$ cat src/logic/cfg_pkg.sv
package cfg_pkg;
  // apb register byte addresses
  localparam logic [7:0] ADDR_CTRL = 8'h00;
  localparam logic [7:0] ADDR_MODE = 8'h04;
  localparam logic [7:0] ADDR_SRC = 8'h08;
  localparam logic [7:0] ADDR_OUTS = 8'h0c;
  localparam logic [7:0] ADDR_STORED = 8'h10;
  localparam logic [7:0] ADDR_PINS = 8'h14;
  localparam logic [7:0] ADDR_STATUS = 8'h18;
  // oscillator rate and base clock
  localparam int OSC_HZ = 10_000_000;
  localparam int CLK_HZ = 100_000_000;
  localparam int OSC_DIV = CLK_HZ / OSC_HZ;
  // mux dwell for dual-channel frequency measurement
  localparam int MUX_DWELL = 1024;
  // filter divisor table, index = filter select
  localparam int FILT_W = 2;
  localparam logic [7:0] FILT_DIV0 = 8'h01;
  localparam logic [7:0] FILT_DIV1 = 8'h04;
  localparam logic [7:0] FILT_DIV2 = 8'h10;
  localparam logic [7:0] FILT_DIV3 = 8'h40;
  localparam logic [1:0] FILT_SAMPLES = 2'h3;

  typedef enum logic [1:0] {
    MODE_PULSE_DIR = 2'b00,
    MODE_UP_DOWN = 2'b01,
    MODE_QUAD = 2'b10,
    MODE_OSC = 2'b11
  } in_mode_t;

  typedef enum logic [1:0] {
    FREQ_A = 2'b01,
    FREQ_B = 2'b10,
    FREQ_AB = 2'b11
  } freq_sel_t;

  // one counter's configuration
  typedef struct packed {
    logic enable;
    in_mode_t mode;
    logic force_dir;
    logic force_up;
    logic ext_dir;
    logic [3:0] src_sel;
  } cnt_cfg_t;

  // full configuration word
  typedef struct packed {
    logic freq_mode;
    logic [1:0] freq_sel;
    logic [1:0] filt_sel;
    logic [1:0] pulse_en;
    logic [1:0] one_shot;
    cnt_cfg_t cnt_two;
    cnt_cfg_t cnt_one;
  } cfg_t;

  localparam int CFG_W = $bits(cfg_t);

  // four control lines of one counter
  typedef struct packed {
    logic load;
    logic enable;
    logic clear;
    logic latch;
  } ctl_t;
endpackage : cfg_pkg

$ cat src/logic/counter_config.sv
// Behaviour
// - one or two totalizers, or frequency counter
// - four input modes per enabled counter
// - separate mode settings per counter
// - direction from input or fixed setting
// - four controls, two from external inputs except for selects 0, 5, a and f
// - remaining controls from host register bits, except one held low by selects 5, a and f
// - four-bit source select per counter
// - frequency mode uses both counters
// - measure A, B, or both multiplexed
// - selectable input noise filter
// - raw pin states readable by host
// - disabled pulse outputs follow host bits
// - continuous unless one-shot, per output
// - stored configuration in force from power-up
// - override bit selects host registers
// - mode and direction bit encodings
// - override clear ignores host mode and source blocks
`timescale 1ns/1ps
module counter_config #(
  parameter logic [cfg_pkg::CFG_W-1:0] STORED_CFG = '0
) (
  // clock and reset
  input wire logic ref_clk_in,
  input wire logic nrst_in,
  // apb slave
  input wire logic psel_in,
  input wire logic penable_in,
  input wire logic pwrite_in,
  input wire logic [7:0] paddr_in,
  input wire logic [31:0] pwdata_in,
  output logic [31:0] prdata_out,
  output logic pready_out,
  output logic pslverr_out,
  // field inputs, pins 1..8 at bits 0..7
  input wire logic [7:0] pins_in,
  // pulse generator levels from the pwm engines
  input wire logic [1:0] pulse_gen_in,
  // applied configuration and derived signals
  output cfg_pkg::cfg_t cfg_out,
  output cfg_pkg::ctl_t ctl_one_out,
  output cfg_pkg::ctl_t ctl_two_out,
  output logic [1:0] count_dir_up_out,
  output logic osc_tick_out,
  output logic [1:0] freq_chan_out,
  output logic [1:0] totalizer_on_out,
  output logic [7:0] pins_filt_out,
  output logic [7:0] out_pins_out
);
  import cfg_pkg::*;

  if (OSC_DIV < 1 || OSC_DIV > 16) begin : g_osc_chk
    $error("oscillator divider out of range");
  end
  if (MUX_DWELL < 2 || MUX_DWELL > 2048) begin : g_dwell_chk
    $error("mux dwell out of range");
  end

  ////////////////////////////////////////////////////////////////////
  // control source decode, one row per select code
  function automatic ctl_t decode_ctl(input logic [3:0] sel,
                                      input logic pa, input logic pb,
                                      input logic [3:0] host);
    ctl_t c;
    c = '{load: host[0], enable: host[1], clear: host[2],
          latch: host[3]};
    unique case (sel)
      4'h0: c = c;
      4'h1: begin c.clear = pb; c.latch = pa; end
      4'h2: begin c.enable = pb; c.latch = pa; end
      4'h3: begin c.load = pb; c.latch = pa; end
      4'h4: begin c.clear = pa; c.latch = pb; end
      4'h5: c.clear = 1'b0;
      4'h6: begin c.enable = pb; c.clear = pa; end
      4'h7: begin c.load = pb; c.clear = pa; end
      4'h8: begin c.enable = pa; c.latch = pb; end
      4'h9: begin c.enable = pa; c.clear = pb; end
      4'ha: c.enable = 1'b0;
      4'hb: begin c.load = pb; c.enable = pa; end
      4'hc: begin c.load = pa; c.latch = pb; end
      4'hd: begin c.load = pa; c.clear = pb; end
      4'he: begin c.load = pa; c.enable = pb; end
      4'hf: c.load = 1'b0;
    endcase
    return c;
  endfunction : decode_ctl

  function automatic logic [7:0] filt_div(input logic [1:0] s);
    unique case (s)
      2'h0: return FILT_DIV0;
      2'h1: return FILT_DIV1;
      2'h2: return FILT_DIV2;
      2'h3: return FILT_DIV3;
    endcase
  endfunction : filt_div

  ////////////////////////////////////////////////////////////////////
  // host registers
  logic override_mask_bit_ff, nxt_override_mask_bit;
  logic [7:0] host_ctl_ff, nxt_host_ctl;
  logic [7:0] host_out_ff, nxt_host_out;
  cfg_t host_cfg_ff, nxt_host_cfg;
  logic [31:0] prdata_ff, nxt_prdata;
  logic pready_ff, nxt_pready;
  logic pslverr_ff, nxt_pslverr;
  logic [7:0] pins_raw_ff;
  logic [7:0] pins_filt_ff, nxt_pins_filt;
  cfg_t cfg_ff, nxt_cfg;

  always_comb begin
    nxt_override_mask_bit = override_mask_bit_ff;
    nxt_host_ctl = host_ctl_ff;
    nxt_host_out = host_out_ff;
    nxt_host_cfg = host_cfg_ff;
    nxt_prdata = prdata_ff;
    nxt_pready = 1'b0;
    nxt_pslverr = 1'b0;
    if (psel_in && !penable_in) begin
      nxt_pready = 1'b1;
      nxt_prdata = '0;
      unique case (paddr_in)
        ADDR_CTRL: begin
          if (pwrite_in) begin
            nxt_override_mask_bit = pwdata_in[0];
            nxt_host_ctl = pwdata_in[15:8];
          end
          nxt_prdata = {16'h0000, host_ctl_ff, 7'h00,
                        override_mask_bit_ff};
        end
        ADDR_MODE: begin
          if (pwrite_in) begin
            nxt_host_cfg = cfg_t'(pwdata_in[CFG_W-1:0]);
          end
          nxt_prdata = 32'(host_cfg_ff);
        end
        ADDR_SRC: begin
          if (pwrite_in) begin
            nxt_host_cfg.cnt_one.src_sel = pwdata_in[3:0];
            nxt_host_cfg.cnt_two.src_sel = pwdata_in[7:4];
          end
          nxt_prdata = {24'h000000, host_cfg_ff.cnt_two.src_sel,
                        host_cfg_ff.cnt_one.src_sel};
        end
        ADDR_OUTS: begin
          if (pwrite_in) begin
            nxt_host_out = pwdata_in[7:0];
          end
          nxt_prdata = {24'h000000, host_out_ff};
        end
        ADDR_STORED: nxt_prdata = 32'(STORED_CFG);
        ADDR_PINS: nxt_prdata = {16'h0000, pins_filt_ff,
                                 pins_raw_ff};
        ADDR_STATUS: nxt_prdata = 32'(cfg_ff);
        default: nxt_pslverr = 1'b1;
      endcase
    end
  end

  always_ff @(posedge ref_clk_in) begin
    if (!nrst_in) begin
      override_mask_bit_ff <= 1'b0;
      host_ctl_ff <= 8'h00;
      host_out_ff <= 8'h00;
      host_cfg_ff <= '0;
      prdata_ff <= 32'h00000000;
      pready_ff <= 1'b0;
      pslverr_ff <= 1'b0;
    end else begin
      override_mask_bit_ff <= nxt_override_mask_bit;
      host_ctl_ff <= nxt_host_ctl;
      host_out_ff <= nxt_host_out;
      host_cfg_ff <= nxt_host_cfg;
      prdata_ff <= nxt_prdata;
      pready_ff <= nxt_pready;
      pslverr_ff <= nxt_pslverr;
    end
  end

  ////////////////////////////////////////////////////////////////////
  // applied configuration

  always_comb begin
    nxt_cfg = override_mask_bit_ff ? host_cfg_ff
                                   : cfg_t'(STORED_CFG);
    if (nxt_cfg.freq_mode) begin
      nxt_cfg.cnt_one.enable = 1'b0;
      nxt_cfg.cnt_two.enable = 1'b0;
      if (nxt_cfg.freq_sel == 2'b00) begin
        nxt_cfg.freq_sel = FREQ_A;
      end
    end
  end

  always_ff @(posedge ref_clk_in) begin
    if (!nrst_in) begin
      cfg_ff <= '0;
    end else begin
      cfg_ff <= nxt_cfg;
    end
  end

  ////////////////////////////////////////////////////////////////////
  // input filter: pin must hold for several divided samples
  logic [7:0] filt_cnt_ff, nxt_filt_cnt;
  logic [1:0] stable_ff [8];
  logic [1:0] nxt_stable [8];
  logic filt_tick;

  always_comb begin
    filt_tick = (filt_cnt_ff + 8'h01) >= filt_div(cfg_ff.filt_sel);
    nxt_filt_cnt = filt_tick ? 8'h00 : filt_cnt_ff + 8'h01;
    nxt_pins_filt = pins_filt_ff;
    for (int i = 0; i < 8; i++) begin
      nxt_stable[i] = stable_ff[i];
      if (pins_raw_ff[i] == pins_filt_ff[i]) begin
        nxt_stable[i] = 2'h0;
      end else if (filt_tick) begin
        if (stable_ff[i] == FILT_SAMPLES) begin
          nxt_pins_filt[i] = pins_raw_ff[i];
          nxt_stable[i] = 2'h0;
        end else begin
          nxt_stable[i] = stable_ff[i] + 2'h1;
        end
      end
    end
  end

  always_ff @(posedge ref_clk_in) begin
    if (!nrst_in) begin
      filt_cnt_ff <= 8'h00;
      pins_raw_ff <= 8'h00;
      pins_filt_ff <= 8'h00;
      for (int i = 0; i < 8; i++) begin
        stable_ff[i] <= 2'h0;
      end
    end else begin
      filt_cnt_ff <= nxt_filt_cnt;
      pins_raw_ff <= pins_in;
      pins_filt_ff <= nxt_pins_filt;
      for (int i = 0; i < 8; i++) begin
        stable_ff[i] <= nxt_stable[i];
      end
    end
  end

  ////////////////////////////////////////////////////////////////////
  // derived control, direction, oscillator, channel mux, outputs
  ctl_t ctl_one_ff, nxt_ctl_one, ctl_two_ff, nxt_ctl_two;
  logic [1:0] dir_ff, nxt_dir;
  logic [3:0] osc_cnt_ff, nxt_osc_cnt;
  logic osc_ff, nxt_osc;
  logic [10:0] dwell_ff, nxt_dwell;
  logic [1:0] chan_ff, nxt_chan;
  logic [7:0] outp_ff, nxt_outp;

  function automatic logic dir_of(input cnt_cfg_t c, input logic pin);
    if (c.force_dir) begin
      return c.force_up;
    end
    return c.ext_dir ? pin : c.force_up;
  endfunction : dir_of

  always_comb begin
    nxt_ctl_one = decode_ctl(cfg_ff.cnt_one.src_sel, pins_filt_ff[2],
                             pins_filt_ff[3], host_ctl_ff[3:0]);
    nxt_ctl_two = decode_ctl(cfg_ff.cnt_two.src_sel, pins_filt_ff[6],
                             pins_filt_ff[7], host_ctl_ff[7:4]);
    nxt_dir[0] = dir_of(cfg_ff.cnt_one, pins_filt_ff[1]);
    nxt_dir[1] = dir_of(cfg_ff.cnt_two, pins_filt_ff[5]);
    nxt_osc = 1'b0;
    nxt_osc_cnt = osc_cnt_ff + 4'h1;
    if (osc_cnt_ff == 4'(OSC_DIV - 1)) begin
      nxt_osc_cnt = 4'h0;
      nxt_osc = 1'b1;
    end
    nxt_dwell = dwell_ff + 11'h001;
    nxt_chan = chan_ff;
    if (!cfg_ff.freq_mode) begin
      nxt_chan = 2'b00;
      nxt_dwell = 11'h000;
    end else if (cfg_ff.freq_sel != FREQ_AB) begin
      nxt_chan = cfg_ff.freq_sel;
      nxt_dwell = 11'h000;
    end else if (dwell_ff == 11'(MUX_DWELL - 1)) begin
      nxt_dwell = 11'h000;
      nxt_chan = (chan_ff == FREQ_A) ? FREQ_B : FREQ_A;
    end else if (chan_ff != FREQ_A && chan_ff != FREQ_B) begin
      nxt_chan = FREQ_A;
    end
    nxt_outp = host_out_ff;
    if (cfg_ff.pulse_en[0]) begin
      nxt_outp[0] = pulse_gen_in[0];
    end
    if (cfg_ff.pulse_en[1]) begin
      nxt_outp[4] = pulse_gen_in[1];
    end
  end

  always_ff @(posedge ref_clk_in) begin
    if (!nrst_in) begin
      ctl_one_ff <= '0;
      ctl_two_ff <= '0;
      dir_ff <= 2'b00;
      osc_cnt_ff <= 4'h0;
      osc_ff <= 1'b0;
      dwell_ff <= 11'h000;
      chan_ff <= 2'b00;
      outp_ff <= 8'h00;
    end else begin
      ctl_one_ff <= nxt_ctl_one;
      ctl_two_ff <= nxt_ctl_two;
      dir_ff <= nxt_dir;
      osc_cnt_ff <= nxt_osc_cnt;
      osc_ff <= nxt_osc;
      dwell_ff <= nxt_dwell;
      chan_ff <= nxt_chan;
      outp_ff <= nxt_outp;
    end
  end

  assign prdata_out = prdata_ff;
  assign pready_out = pready_ff;
  assign pslverr_out = pslverr_ff;
  assign cfg_out = cfg_ff;
  assign ctl_one_out = ctl_one_ff;
  assign ctl_two_out = ctl_two_ff;
  assign count_dir_up_out = dir_ff;
  assign osc_tick_out = osc_ff;
  assign freq_chan_out = chan_ff;
  assign totalizer_on_out = {cfg_ff.cnt_two.enable,
                             cfg_ff.cnt_one.enable};
  assign pins_filt_out = pins_filt_ff;
  assign out_pins_out = outp_ff;
endmodule : counter_config

$ cat config.mk
export PLATFORM = sky130hd
export DESIGN_NAME = counter_config
export DESIGN_NICKNAME = d
export VERILOG_FILES = /design/src/logic/cfg_pkg.sv /design/src/logic/counter_config.sv
export SDC_FILE = /design/constraint.sdc
export NUM_CORES = 1
export LEC_CHECK = 0
export ABC_AREA = 1
export BUFFER_PORTS_ARGS = -buffer_cell sky130_fd_sc_hd__buf_2
export CAP_MARGIN = 10
export CELL_PAD_IN_SITES_DETAIL_PLACEMENT = 0
export CELL_PAD_IN_SITES_GLOBAL_PLACEMENT = 1
export CORE_ASPECT_RATIO = 0.8
export CORE_UTILIZATION = 40
export DETAILED_ROUTE_END_ITERATION = 10
export PLACE_DENSITY_LB_ADDON = 0.25
export SLEW_MARGIN = 20
export SYNTH_ARGS = -nofsm -noshare
export SYNTH_HDL_FRONTEND = slang
export SYNTH_SLANG_ARGS = --single-unit
$ cat constraint.sdc
create_clock -name ref_clk_in -period 2.2 [get_ports ref_clk_in]
set_input_delay 0.33 -clock ref_clk_in [delete_from_list [all_inputs] [get_ports ref_clk_in]]
set_output_delay 0.33 -clock ref_clk_in [all_outputs]
set_load 0.02 [all_outputs]
======== Yosys cells after proc, flatten, opt, wreduce, memory -nomap -nowiden ========
Memories as Yosys holds them, arrays and structs flattened.
Cells that the tools add are included.
W data, S select, Z words.
storage, ports and cells
  register bits after elaboration ......... 169
  latch bits .............................. 0
  memory bits (writable) .................. 16
  memory bits (read-only) ................. 0
  input bits .............................. 55
  output and inout bits ................... 94
  word-level logic and storage cells ...... 272
  memories kept ........................... 1
memories
  memory     depth  width  read ports  clocked after memory_dff  write ports  RTL line               source
  stable_ff  8      2      8           0                         8            counter_config.sv:205  logic [1:0] stable_ff [8];
cells by class
  $add $sub $neg .......................... 11
  multipliers ............................. 0
  divide/modulo/power cells ............... 0
  magnitude comparators ................... 1
  equality and inequality tests ........... 63
  shifts and indexed selects .............. 0
  muxes and demuxes ....................... 69
  bitwise gates (word level) .............. 19
  reductions and logical operators ........ 44
operator list
  operator                 number
  $pmux W29 S6             1
  $mux W2                  38
  $eq A4 B4 Y1 const B     17
  $reduce_or A3 Y1         17
  $reduce_and A3 Y1        11
  $eq A4 B3 Y1 const B     8
  $pmux W8 S4              1
  $mux W29                 1
  $eq A8 B5 Y1 const B     3
  $eq A2 B2 Y1 const B     10
  $pmux W1 S3              6
  $add A2 B1 Y2 const B    8
  $eq A4 B2 Y1 const B     4
  $eq A8 B4 Y1 const B     2
  $pmux W4 S2              2
  $mux W1                  15
  $mux W14                 1
  $add A11 B1 Y11 const B  1
  $eq A11 B10 Y1 const B   1
  $not A1 Y1               11
  $add A8 B1 Y8 const B    1
  $eq A1 B1 Y1             8
  $eq A4 B1 Y1 const B     2
  $eq A8 B3 Y1 const B     1
  19 further kinds         37

======== Depth between registers and ports, before layout ========
Gate-level depths: netlist of the first run.
  word-level depth ........................ 6
  depth in mapped cells ................... 15
  mapped depth without buffers ............ 14

======== Worst setup path before layout of the first run ========
Ideal clock, no wire load.
  path type ............................... register -> register
  from .................................... register filt_cnt_ff[0]
  to ...................................... register pins_filt_ff[3], in the netlist pins_filt_out[3]
  setup time .............................. 0.116 ns
  arrival time ............................ 1.887 ns
  required time ........................... 2.084 ns
  slack ................................... 0.198 ns
  cell stages (with the launch flop) ...... 12
  path buffers ............................ 1
  period minus slack after synthesis ...... 2.002 ns
  cell sequence ........................... dfxtp_1 ha_1 nand3_1 nor3_1 xor2_1 inv_1 ha_1 a21oi_4 nand2_4 buf_6 a21oi_1 nor2_1
between the ends
  word-level cells in the longest chain between the ends .. 3
ends and longest elaborated chain
  what                         RTL line               source
  start: declaration           counter_config.sv:204  logic [7:0] filt_cnt_ff, nxt_filt_cnt;
  start signal: assignment     counter_config.sv:237  filt_cnt_ff <= nxt_filt_cnt;
  $add A8 B1 Y8                counter_config.sv:210  filt_tick = (filt_cnt_ff + 8'h01) >= filt_div(cfg_ff.filt_sel);
  $ge A8 B8 Y1                 counter_config.sv:210
  $reduce_and A3 Y1 (no line)  -
  end signal: assignment       counter_config.sv:239  pins_filt_ff <= nxt_pins_filt;
  end: declaration             counter_config.sv:107  logic [7:0] pins_filt_ff, nxt_pins_filt;
Every way passes these cells.
A chain may end at the register's enable or synchronous reset.

==> results of run 1 <==
## sequential cells by signal (all words and copies together) (netlist names)
signal                flops
filt_cnt_ff               8
osc_cnt_ff                4
freq_chan_out             2
host_out_ff               8
ctl_two_out               4
host_cfg_ff              29
pslverr_out               1
host_ctl_ff               8
pready_out                1
pins_filt_out             8
dwell_ff                 11
pins_raw_ff               8
count_dir_up_out          2
ctl_one_out               4
out_pins_out              8
prdata_out               29
osc_tick_out              1
stable_ff                16
override_mask_bit_ff      1
cfg_out                  29
## layer usage
layer  share of wire  wire (um)  global-route usage  up-vias
met5         0.00053         11                   0        -
met4           0.014        283              0.0640        2
met3           0.047        972              0.0424       25
met2            0.44       9150               0.327      164
met1            0.50      10400               0.320     3098
li1                -          -                   -     3514
## worst max-delay path, stage by stage (launching register included)
cell and delay, ns:
dfxtp_2 0.36, ha_4 0.14, nand3_2 0.10, nor3_2 0.21, xor2_1 0.22, inv_1 0.11, ha_4 0.17, a21oi_4 0.21
buf_12 0.17, buf_8 0.12, nand3_1 0.09, a21oi_1 0.14
## logic make-up (layout without fill, tap and decap cells)
group | count (synthesis) | count (layout)
AND/OR/NAND/NOR | 368 | 371
buffers and inverters | 165 | 320
AO/OA/AOI/OAI | 244 | 244
XOR/XNOR | 9 | 9
adder cells (fa/ha/maj) | 17 | 17
other | 1 | 4
flip-flops | 182 | 182
## stage by stage
stage / hold WS [ns] / cell area (um^2) / setup TNS [ns] / total power (W)
floorplan: 0.417 / 7560 / 0 / 0.00355
global placement: 0.433 / 8540 / 0 / 0.00367
detailed placement: 0.437 / 8540 / 0 / 0.00367
CTS: 0.0568 / 9140 / 0 / 0.00676
global route: 0.0689 / 9290 / -0.454 / 0.00693
finish: 0.0702 / 9290 / 0 / 0.00671
## placed cells by master, fill, tap and decap left out, drive strengths merged, types with 2 or more instances in the layout
| master | instances |
|---|---|
| inv | 124 |
| nor2 | 104 |
| nand3 | 59 |
| o211ai | 3 |
| ha | 17 |
| nor3 | 11 |
| a31oi | 2 |
| nand4 | 7 |
| conb | 4 |
| xnor2 | 3 |
| xor2 | 6 |
| nand3b | 2 |
| nand2 | 184 |
| clkinv | 6 |
| a311oi | 3 |
| dfxtp | 182 |
| a21oi | 108 |
| o21ai | 101 |
| clkinvlp | 4 |
| bufinv | 2 |
| clkbuf | 17 |
| or2 | 3 |
| o22ai | 15 |
| buf | 167 |
| a221oi | 2 |
| a211oi | 9 |
## final cells by class
class	count	area [um^2]	area share
multi-input combinational	645	3340	0.359
sequential	182	3650	0.392
timing repair buffer	167	942	0.101
clock buffer	17	425	0.0458
tap	253	317	0.0341
clock inverter	15	170	0.0183
inverter	121	454	0.0489
## repair_timing
action | CTS | global route
endpoints found under the hold margin | 0 | 0
gates resized for setup | 0 | 19
hold buffers | 0 | 0
endpoints found under the setup margin | 0 | 31
setup buffers | 0 | 3
## path summary, 6_finish.rpt
check                                               start  slack, ns                            to  cells after the start
worst max-delay path            filt_cnt_ff[1]$_SDFF_PP0_       0.09  stable_ff[0][7]$_SDFFE_PP0N_                     11
worst min-delay path                           pins_in[5]       0.07     pins_raw_ff[5]$_SDFF_PN0_                      3
worst max register to register  filt_cnt_ff[1]$_SDFF_PP0_       0.09  stable_ff[0][7]$_SDFFE_PP0N_                     11
worst min register to register     dwell_ff[0]$_SDFF_PP0_       0.45        dwell_ff[0]$_SDFF_PP0_                      1
## synthesized netlist by cell type, drive strengths merged (3+ instances only)
master    n
a211oi    9
a21oi   108
a311oi    3
buf      21
clkbuf   23
dfxtp   182
ha       17
inv     119
nand2   181
nand3    59
nand4     7
nor2    104
nor3     11
o211ai    3
o21ai   101
o22ai    15
or2       3
xnor2     3
xor2      6
## power groups by stage
| stage | registers (W) | logic, W | clock network (W) |
|---|---|---|---|
| after floorplan | 0.00341 | 0.000142 | 0 |
| after global placement | 0.00342 | 0.000250 | 0 |
| after detailed placement | 0.00342 | 0.000251 | 0 |
| after CTS | 0.00334 | 0.000251 | 0.00317 |
| after global routing | 0.00334 | 0.000291 | 0.00330 |
| final | 0.00334 | 0.000260 | 0.00312 |
==> qor.csv, run 1 <==
stage;metric;value;unit
global_routing;grt.overflow.total;0;
critical_path;required;2.56;ns
sta;skew;0.0123;ns
clock_network;clockBufferDepth;2;
cells_and_area;area_growth;23.0;%
clock_network;clk_pin_slew;0.07;ns
floorplanning;core-area;18300;um^2
sta;maxSlewViolCount;0;
yosys;synth-simple-area-share;0.214;
pwr;p_sw_frac;0.239;
drt;wire_per_inst;14.9;um
critical_path;start_kind;flop;
sta;tightest_slew;0.524;ns
clock_network;clkSinkCount;182;
pwr;p_per_area;723;nW/um^2
yosys;synthTopCellsByArea;dfxtp_1, nand2_1, a21oi_1;
global_routing;grt.total_usage;0.220;
clock_network;cts-root-buf;clkbuf_16;
status;outcome;finished, final reports clean;
clock_network;cts_max_level;4;
cells_and_area;fillers;1853;
pwr;p_switching;0.00160;W
flow_run;max_cap_viol_count;0;
clock_network;cts-buffers-inserted;17;
cells_and_area;diodes;0;
yosys;synth_fa_ha_area_frac;0.0282;
cells_and_area;layout-drive-gt1-share;0.211;
global_routing;grt_pass1_vias;6064;
critical_path;critical_path_peak_fanout;8;
floorplanning;ios;149;
drt;drtAntennaViolNets;0;
yosys;synthMuxAreaShare;0;
pwr;combPwrFrac;0.039;
yosys;synth_top_area_share;0.483;
critical_path;cp-end-kind;flop;
sta;fin_crit_sh;0.958;
yosys;synth_edf_count;0;
floorplanning;die_h;125;um
sta;max_freq;474;MHz
yosys;ys.flop_type;dfxtp_1;
floorplanning;die_x;156;um
placed_design;place_hpwl;14900;um
yosys;synth_area_per_cell;7.66;um^2
yosys;synth_top_family_by_area;simple AND/OR/NAND/NOR gates;
floorplanning;rows;44;
clock_network;insertion_delay;0.44;ns
cells_and_area;layout.cells.non_filler;1400;
drt;drt_wl_total;20800;um
drt;drc;0;
cells_and_area;nNetsFinal;1206;
pwr;ir_drop;0.424;mV
placed_design;dp_cells;1362;
pwr;power_leakage;3.98;nW
drt;vias_per_cell;4.86;
yosys;ys_warn_count;0;
placed_design;gp_congestion;0.790;
yosys;synth_cell_types;40;
yosys;yosysSeqAreaShare;0.483;
drt;vias;6803;
floorplanning;start_util;0.412;
pwr;p_seq_frac;0.497;
yosys;synth-compound-area-share;0.174;
drt;first_pass_iters;5;
global_routing;antenna_found_initial;1;
yosys;async_reset_ff_frac;0;
yosys;synth-xor-area-share;0.0104;
yosys;ys_ff_latch;182;
sta;min_period;2.11;ns
placed_design;place_ws;0.0839;ns
sta;max_slew_margin;0.650;
sta;finalHoldViolCount;0;
global_routing;grt_start_max_net_pins;42;
pwr;p_int;0.00511;W
critical_path;cp.arrival;2.47;ns
sta;setup_viol;0;
yosys;netlist_instances;986;
placed_design;port_buffers;142;
cells_and_area;post-route-util;0.507;
clock_network;cts_tree;built;
sta;finalWorstSetupSlack;0.0925;ns
hold_path;worstHoldPathType;in -> reg;
drt;drt-initial-drc-count;423;
critical_path;critPathKind;reg -> reg;
yosys;yosysTopAreaCell;dfxtp_1;
yosys;syn_area;7550;um^2
global_routing;grt_pass1_wl;32800;um
pwr;clock_power_share;0.464;
floorplanning;dieArea;19400;um^2
Note: power is estimated with default switching activity, not from simulation.
==> run 2, diff against run 1 <==
--- a/config.mk
+++ b/config.mk
@@ -7,11 +7,12 @@
 export LEC_CHECK = 0
 export ABC_AREA = 1
 export BUFFER_PORTS_ARGS = -buffer_cell sky130_fd_sc_hd__buf_2
-export CAP_MARGIN = 10
+export CAP_MARGIN = 0
 export CELL_PAD_IN_SITES_DETAIL_PLACEMENT = 0
 export CELL_PAD_IN_SITES_GLOBAL_PLACEMENT = 1
 export CORE_ASPECT_RATIO = 0.8
-export CORE_UTILIZATION = 40
+export CORE_UTILIZATION = 41
+export CTS_BUF_LIST = sky130_fd_sc_hd__clkbuf_4 sky130_fd_sc_hd__clkbuf_8
 export DETAILED_ROUTE_END_ITERATION = 10
 export PLACE_DENSITY_LB_ADDON = 0.25
 export SLEW_MARGIN = 20
==> run 2 against run 1 <==
- clock skew fell by 0.0026 ns
- hold slack got worse by 0.024 ns
- utilization rose by 0.19 points
- clock power fell by 24%
- sequential cell count did not move
- critical path type unchanged
- largest cell class unchanged
- largest power group unchanged
==> qor.csv, run 2 (synthesized netlist as in run 1, its figures left out) <==
stage;metric;value;unit;change
status;outcome;finished, final reports clean;;unchanged
placed_design;dpl-instance-area;8490;um^2;was 8540 um^2
critical_path;reg2reg_to;stable_ff[1][2]$_SDFFE_PP0N_;;was stable_ff[0][7]$_SDFFE_PP0N_
cells_and_area;layout-drive-gt1-share;0.208;;was 0.211
hold_path;min_from;pins_in[7];;was pins_in[5]
placed_design;port_buffers;142;;unchanged
clock_network;clkSinkCount;182;;unchanged
cells_and_area;diodes;0;;unchanged
drt;vias;6859;;was 6803
global_routing;grt_start_max_net_pins;35;;was 42
critical_path;required;2.59;ns;was 2.56 ns
pwr;power_leakage;3.89;nW;was 3.98 nW
critical_path;cp_slowest_cell;dfxtp_2;;unchanged
global_routing;grt.total_usage;0.222;;was 0.220
critical_path;cp.arrival;2.46;ns;was 2.47 ns
cells_and_area;area_growth;19.3;%;was 23.0%
drt;wire_per_inst;15.1;um;was 14.9 um
cells_and_area;fillers;1778;;was 1853
critical_path;crit_chain;ha_4 > nand3_4 > nor3_4 > xor2_1 > inv_1 > ha_1 > a21oi_4 > buf_4 > buf_6 > nand3_1 > a21oi_1;;was ha_4 > nand3_2 > nor3_2 > xor2_1 > inv_1 > ha_4 > a21oi_4 > buf_12 > buf_8 > nand3_1 > a21oi_1
clock_network;cts_max_level;4;;unchanged
pwr;ir_drop;0.431;mV;was 0.424 mV
global_routing;grt.overflow.total;0;;unchanged
clock_network;clockBufferDepth;2;;unchanged
critical_path;worst-path-buf-inv;3;;unchanged
drt;first_pass_iters;4;;was 5
sta;min_period;2.07;ns;was 2.11 ns
drt;drtAntennaViolNets;0;;unchanged
sta;maxSlewViolCount;0;;unchanged
hold_path;min_path_cells;3;;unchanged
critical_path;r2r-start;filt_cnt_ff[0]$_SDFF_PP0_;;was filt_cnt_ff[1]$_SDFF_PP0_
flow_run;max_cap_viol_count;0;;unchanged
sta;whs;0.0460;ns;was 0.0702 ns
placed_design;place_hpwl;14800;um;was 14900 um
global_routing;grt_pass1_wl;32400;um;was 32800 um
cells_and_area;final_cell_mix;dfxtp_1, nand2_1, buf_2, inv_1, a21oi_1;;unchanged
critical_path;critical_path_peak_fanout;10;;was 8
critical_path;ff2ff_setup_slack;0.13;ns;was 0.09 ns
critical_path;critPathKind;reg -> reg;;unchanged
critical_path;reg2reg_depth;11;;unchanged
critical_path;max_stage_delay;0.37;ns;was 0.36 ns
drt;drc;0;;unchanged
floorplanning;rows;43;;was 44
pwr;p_per_area;661;nW/um^2;was 723 nW/um^2
clock_network;hold_buffers;0;;unchanged
cells_and_area;layout_commonest_cell;dfxtp_1;;unchanged
critical_path;cp-end-kind;flop;;unchanged
clock_network;cts-buffers-inserted;17;;unchanged
floorplanning;core-area;17700;um^2;was 18300 um^2
floorplanning;start_util;0.427;;was 0.412
sta;skew;0.00979;ns;was 0.0123 ns
floorplanning;die_h;123;um;was 125 um
drt;drt-initial-drc-count;363;;was 423
clock_network;clk_pin_slew;0.10;ns;was 0.07 ns
global_routing;grt_pass1_vias;6142;;was 6064
global_routing;antenna_found_initial;0;;was 1
clock_network;cts_tree;built;;unchanged
hold_path;worstHoldPathType;in -> reg;;unchanged
critical_path;path_delay_family;simple AND/OR/NAND/NOR gates;;unchanged
floorplanning;die_x;154;um;was 156 um
drt;drt_wl_total;20700;um;was 20800 um
sta;setup_viol;0;;unchanged
cells_and_area;nNetsFinal;1203;;was 1206
sta;max_freq;483;MHz;was 474 MHz
drt;vias_per_cell;5.01;;was 4.86
hold_path;worstHoldEndpoint;pins_raw_ff[7]$_SDFF_PN0_;;was pins_raw_ff[5]$_SDFF_PN0_
floorplanning;dieArea;19000;um^2;was 19400 um^2
sta;max_slew_margin;0.626;;was 0.650
sta;tightest_slew;0.560;ns;was 0.524 ns
placed_design;gp_congestion;0.805;;was 0.790
critical_path;start_kind;flop;;unchanged
sta;fin_crit_sh;0.940;;was 0.958
sta;finalHoldViolCount;0;;unchanged
clock_network;cts-root-buf;clkbuf_8;;was clkbuf_16
clock_network;insertion_delay;0.46;ns;was 0.44 ns
cells_and_area;stdcell_area;9000;um^2;was 9290 um^2
floorplanning;ios;149;;unchanged
[run 2: cell types whose count changed in the layout (fill, tap and decap cells not counted), sizes merged]
cell      change
buf           -1
nand2         -2
inv           +1
clkinvlp      -1
[run 2: worst min-delay path, cell delays in order]
cell and delay [ns]:
buf_2 0.07, nand2_1 0.04, inv_1 0.04
[run 2: layout make-up]
cell class / instances / area [um^2] / share of cell area
Clock buffer: 17 / 234 / 0.0260
Clock inverter: 15 / 171 / 0.0190
Inverter: 121 / 454 / 0.0504
Multi-Input combinational cell: 643 / 3320 / 0.368
Sequential cell: 182 / 3650 / 0.405
Tap cell: 225 / 282 / 0.0313
Timing Repair Buffer: 166 / 902 / 0.100
[run 2: how the worst max path moves through the flow]
| stage | startpoint | endpoint | slack (ns) | cells after the start |
|---|---|---|---|---|
| 4_1_cts | filt_cnt_ff[1]$_SDFF_PP0_ | pins_filt_out[4]$_SDFFE_PN0P_ | 0.06 | 10 |
| 3_5_place_dp | filt_cnt_ff[1]$_SDFF_PP0_ | pins_filt_out[1]$_SDFFE_PN0P_ | 0.1 | 10 |
| 3_3_place_gp | filt_cnt_ff[1]$_SDFF_PP0_ | pins_filt_out[2]$_SDFFE_PN0P_ | 0.12 | 10 |
| 2_1_floorplan | filt_cnt_ff[0]$_SDFF_PP0_ | pins_filt_out[3]$_SDFFE_PN0P_ | 0.20 | 11 |
| 6_report | filt_cnt_ff[0]$_SDFF_PP0_ | stable_ff[1][2]$_SDFFE_PP0N_ | 0.13 | 11 |
| 5_1_grt | filt_cnt_ff[0]$_SDFF_PP0_ | stable_ff[0][3]$_SDFFE_PP0N_ | -0.02 | 11 |
[run 2: timing repair]
action / 4_1_cts / 5_1_grt
setup endpoints to repair: 0 / 31
buffers inserted: 0 / 3
resized for setup: 0 / 16
[run 2: per-layer routing]
layer	global-route usage	vias to the layer above	wire length (um)	share of wire
met5	0	-	0	0
met4	0.0463	0	157	0.0076
met3	0.0526	13	1070	0.052
met2	0.353	156	9330	0.45
met1	0.307	3178	10200	0.49
li1	-	3512	-	-
[run 2: power breakdown]
part	internal (W)	switching, W
clock network	0.00104	0.00132
logic	0.0000897	0.000165
registers	0.00332	0.0000227
total	0.00445	0.00151
[run 2: stage by stage]
step | setup slack [ns] | utilization | cells | total power (W) | setup TNS (ns)
6_report | 0.131 | 0.509 | 1369 | 0.00595 | 0
5_1_grt | -0.0162 | 0.509 | 1369 | 0.00616 | -0.0917
4_1_cts | 0.0572 | 0.502 | 1365 | 0.00599 | 0
2_1_floorplan | 0.198 | - | 989 | 0.00355 | 0
3_5_place_dp | 0.0966 | 0.479 | 1333 | 0.00366 | 0
3_3_place_gp | 0.124 | 0.479 | 1333 | 0.00366 | 0
==> run 3, diff against run 2 <==
--- a/config.mk
+++ b/config.mk
@@ -14,7 +14,7 @@
 export CORE_UTILIZATION = 41
 export CTS_BUF_LIST = sky130_fd_sc_hd__clkbuf_4 sky130_fd_sc_hd__clkbuf_8
 export DETAILED_ROUTE_END_ITERATION = 10
-export PLACE_DENSITY_LB_ADDON = 0.25
+export PLACE_DENSITY_LB_ADDON = 0.1
 export SLEW_MARGIN = 20
 export SYNTH_ARGS = -nofsm -noshare
 export SYNTH_HDL_FRONTEND = slang
==> run 3 against run 2 <==
- critical path depth did not move
- wire length grew 1.8%
- sequential cell count unchanged
- final cell count barely moved
- sequential share of layout area shrank 0.21 points
- design area up 0.51%
- combinational power about the same
- largest cell class unchanged
- largest power group unchanged
==> qor.csv, run 3 (synthesized netlist as in run 1, its figures left out) <==
stage;metric;value;unit;change
pwr;p_total;0.00601;W;was 0.00595 W
clock_network;cts-root-buf;clkbuf_8;;unchanged
critical_path;cp_slowest_cell;dfxtp_2;;unchanged
pwr;p_int;0.00447;W;was 0.00445 W
sta;max_freq;485;MHz;was 483 MHz
critical_path;crit_chain;ha_2 > nand3_2 > nor3_2 > xor2_1 > inv_1 > ha_1 > a21oi_4 > buf_4 > buf_6 > nand3_1 > a21oi_2;;was ha_4 > nand3_4 > nor3_4 > xor2_1 > inv_1 > ha_1 > a21oi_4 > buf_4 > buf_6 > nand3_1 > a21oi_1
drt;met3_length;998;um;was 1070 um
placed_design;port_buffers;142;;unchanged
drt;vias_per_cell;4.98;;was 5.01
pwr;clock_power_share;0.402;;was 0.396
floorplanning;core-area;17700;um^2;unchanged
sta;finalHoldViolCount;0;;unchanged
drt;drt_wl_total;21100;um;was 20700 um
pwr;p_seq_frac;0.556;;was 0.561
clock_network;hold_buffers;0;;unchanged
clock_network;cts-buffers-inserted;17;;unchanged
sta;min_period;2.06;ns;was 2.07 ns
pwr;combPwrFrac;0.042;;was 0.043
drt;maxUsedRoutingLayer;met4;;unchanged
cells_and_area;fillers;1800;;was 1778
cells_and_area;post-route-util;0.511;;was 0.509
global_routing;grt_pass1_wl;33100;um;was 32400 um
cells_and_area;layout_commonest_cell;dfxtp_1;;unchanged
cells_and_area;area_growth;19.9;%;was 19.3%
hold_path;worstHoldPathType;in -> reg;;unchanged
sta;rsz0062_at_grt;yes;;
placed_design;dpl-instance-area;8480;um^2;was 8490 um^2
critical_path;required;2.61;ns;was 2.59 ns
clock_network;clockBufferDepth;2;;unchanged
clock_network;clk_pin_slew;0.10;ns;about the same
status;outcome;finished, final reports clean;;unchanged
sta;tightest_slew;0.673;ns;was 0.560 ns
global_routing;grt_start_max_net_pins;42;;was 35
drt;vias;6826;;was 6859
critical_path;path_delay_family;adder cells;;was simple AND/OR/NAND/NOR gates
sta;skew;0.0120;ns;was 0.00979 ns
cells_and_area;layout-drive-gt1-share;0.213;;was 0.208
pwr;p_per_area;664;nW/um^2;was 661 nW/um^2
drt;first_pass_iters;5;;was 4
sta;max_slew_margin;0.550;;was 0.626
placed_design;place_hpwl;15000;um;was 14800 um
global_routing;antenna_found_initial;0;;unchanged
drt;drc;0;;unchanged
clock_network;cts_tree;built;;unchanged
floorplanning;die_x;154;um;unchanged
cells_and_area;nNetsFinal;1204;;was 1203
drt;wire_per_inst;15.4;um;was 15.1 um
critical_path;cp.arrival;2.47;ns;was 2.46 ns
drt;drt-initial-drc-count;427;;was 363
cells_and_area;stdcell_area;9050;um^2;was 9000 um^2
clock_network;insertion_delay;0.48;ns;was 0.46 ns
clock_network;cts_max_level;4;;unchanged
drt;wl_met1;10700;um;was 10200 um
critical_path;start_kind;flop;;unchanged
placed_design;gp_congestion;0.831;;was 0.805
pwr;p_sw_frac;0.256;;was 0.253
pwr;power_leakage;3.90;nW;was 3.89 nW
cells_and_area;layout.area.seq;3650;um^2;unchanged
global_routing;grt.total_usage;0.227;;was 0.222
pwr;p_switching;0.00154;W;was 0.00151 W
global_routing;grt.overflow.total;0;;unchanged
flow_run;max_cap_viol_count;0;;unchanged
drt;drtAntennaViolNets;0;;unchanged
sta;setup_viol;0;;unchanged
critical_path;critPathKind;reg -> reg;;unchanged
clock_network;clkSinkCount;182;;unchanged
drt;met2WireLength;9260;um;was 9330 um
floorplanning;start_util;0.427;;unchanged
global_routing;grt_pass1_vias;6198;;was 6142
floorplanning;dieArea;19000;um^2;unchanged
cells_and_area;final_cell_mix;dfxtp_1, nand2_1, buf_2, inv_1, a21oi_1;;unchanged
sta;maxSlewViolCount;0;;unchanged
critical_path;worst-path-buf-inv;3;;unchanged
cells_and_area;diodes;0;;unchanged
critical_path;cp-end-kind;flop;;unchanged
critical_path;critical_path_peak_fanout;5;;was 10
floorplanning;rows;43;;unchanged
critical_path;max_stage_delay;0.34;ns;was 0.37 ns
floorplanning;ios;149;;unchanged
pwr;ir_drop;0.338;mV;was 0.431 mV
sta;fin_crit_sh;0.937;;was 0.940
floorplanning;die_h;123;um;unchanged
cells_and_area;multi_input_area;3320;um^2;about the same
## run 3: cell types whose count changed in the layout (fill, tap and decap cells not counted), moves of 2 or more
cell	previous run	this run
a21oi_2	1	5
inv_8	2	4
clkinvlp_4	3	0
a21oi_1	106	102
## run 3: area by class of cell
| cell class | count | share of cell area |
|---|---|---|
| well taps | 225 | 0.0311 |
| clock inverters | 15 | 0.0207 |
| inverters | 121 | 0.0502 |
| repair buffers | 167 | 0.103 |
| flip-flops and latches | 182 | 0.403 |
| multi-input cells | 643 | 0.367 |
| clock buffers | 17 | 0.0259 |
## run 3: path summary, 6_finish.rpt
kind                            slack [ns]                      start                            to  depth (start not counted)
worst max-delay path                  0.14  filt_cnt_ff[0]$_SDFF_PP0_  stable_ff[0][7]$_SDFFE_PP0N_                         11
worst min-delay path                  0.03                 pins_in[1]     pins_raw_ff[1]$_SDFF_PN0_                          3
worst max register to register        0.14  filt_cnt_ff[0]$_SDFF_PP0_  stable_ff[0][7]$_SDFFE_PP0N_                         11
worst min register to register        0.45     dwell_ff[0]$_SDFF_PP0_        dwell_ff[0]$_SDFF_PP0_                          1
## run 3: what timing repair did
| item | CTS | global route |
|---|---|---|
| setup endpoints to repair | 0 | 31 |
| resized for setup | 0 | 20 |
| setup buffers | 0 | 3 |
## run 3: power groups by stage
| stage | Sequential (W) | Clock (W) | Combinational [W] |
|---|---|---|---|
| 3_3_place_gp | 0.00341 | 0 | 0.000245 |
| 3_5_place_dp | 0.00341 | 0 | 0.000246 |
| 6_report | 0.00334 | 0.00242 | 0.000254 |
| 4_1_cts | 0.00334 | 0.00247 | 0.000247 |
| 2_1_floorplan | 0.00341 | 0 | 0.000142 |
| 5_1_grt | 0.00334 | 0.00263 | 0.000286 |
## run 3: metal layers
| layer | vias to the layer above | global-route usage |
|---|---|---|
| met5 | - | 0 |
| met4 | 0 | 0.0569 |
| met3 | 13 | 0.0407 |
| met2 | 162 | 0.347 |
| met1 | 3131 | 0.329 |
| li1 | 3520 | - |
## run 3: worst reg2reg max path, cell delays in order (launching register included)
cell and delay [ns]:
dfxtp_2 0.34, ha_2 0.18, nand3_2 0.12, nor3_2 0.16
xor2_1 0.21, inv_1 0.06, ha_1 0.22, a21oi_4 0.15
buf_4 0.17, buf_6 0.13, nand3_1 0.10, a21oi_2 0.16
## run 3: metrics by stage
step	hold WS [ns]	TNS (ns)	std cells	setup WS, ns
2_1_floorplan	0.417	0	989	0.198
3_3_place_gp	0.430	0	1332	0.108
3_5_place_dp	0.438	0	1332	0.0684
4_1_cts	0.00745	0	1364	0.0297
5_1_grt	0.00404	-0.00689	1370	-0.00448
6_report	0.0253	0	1370	0.139
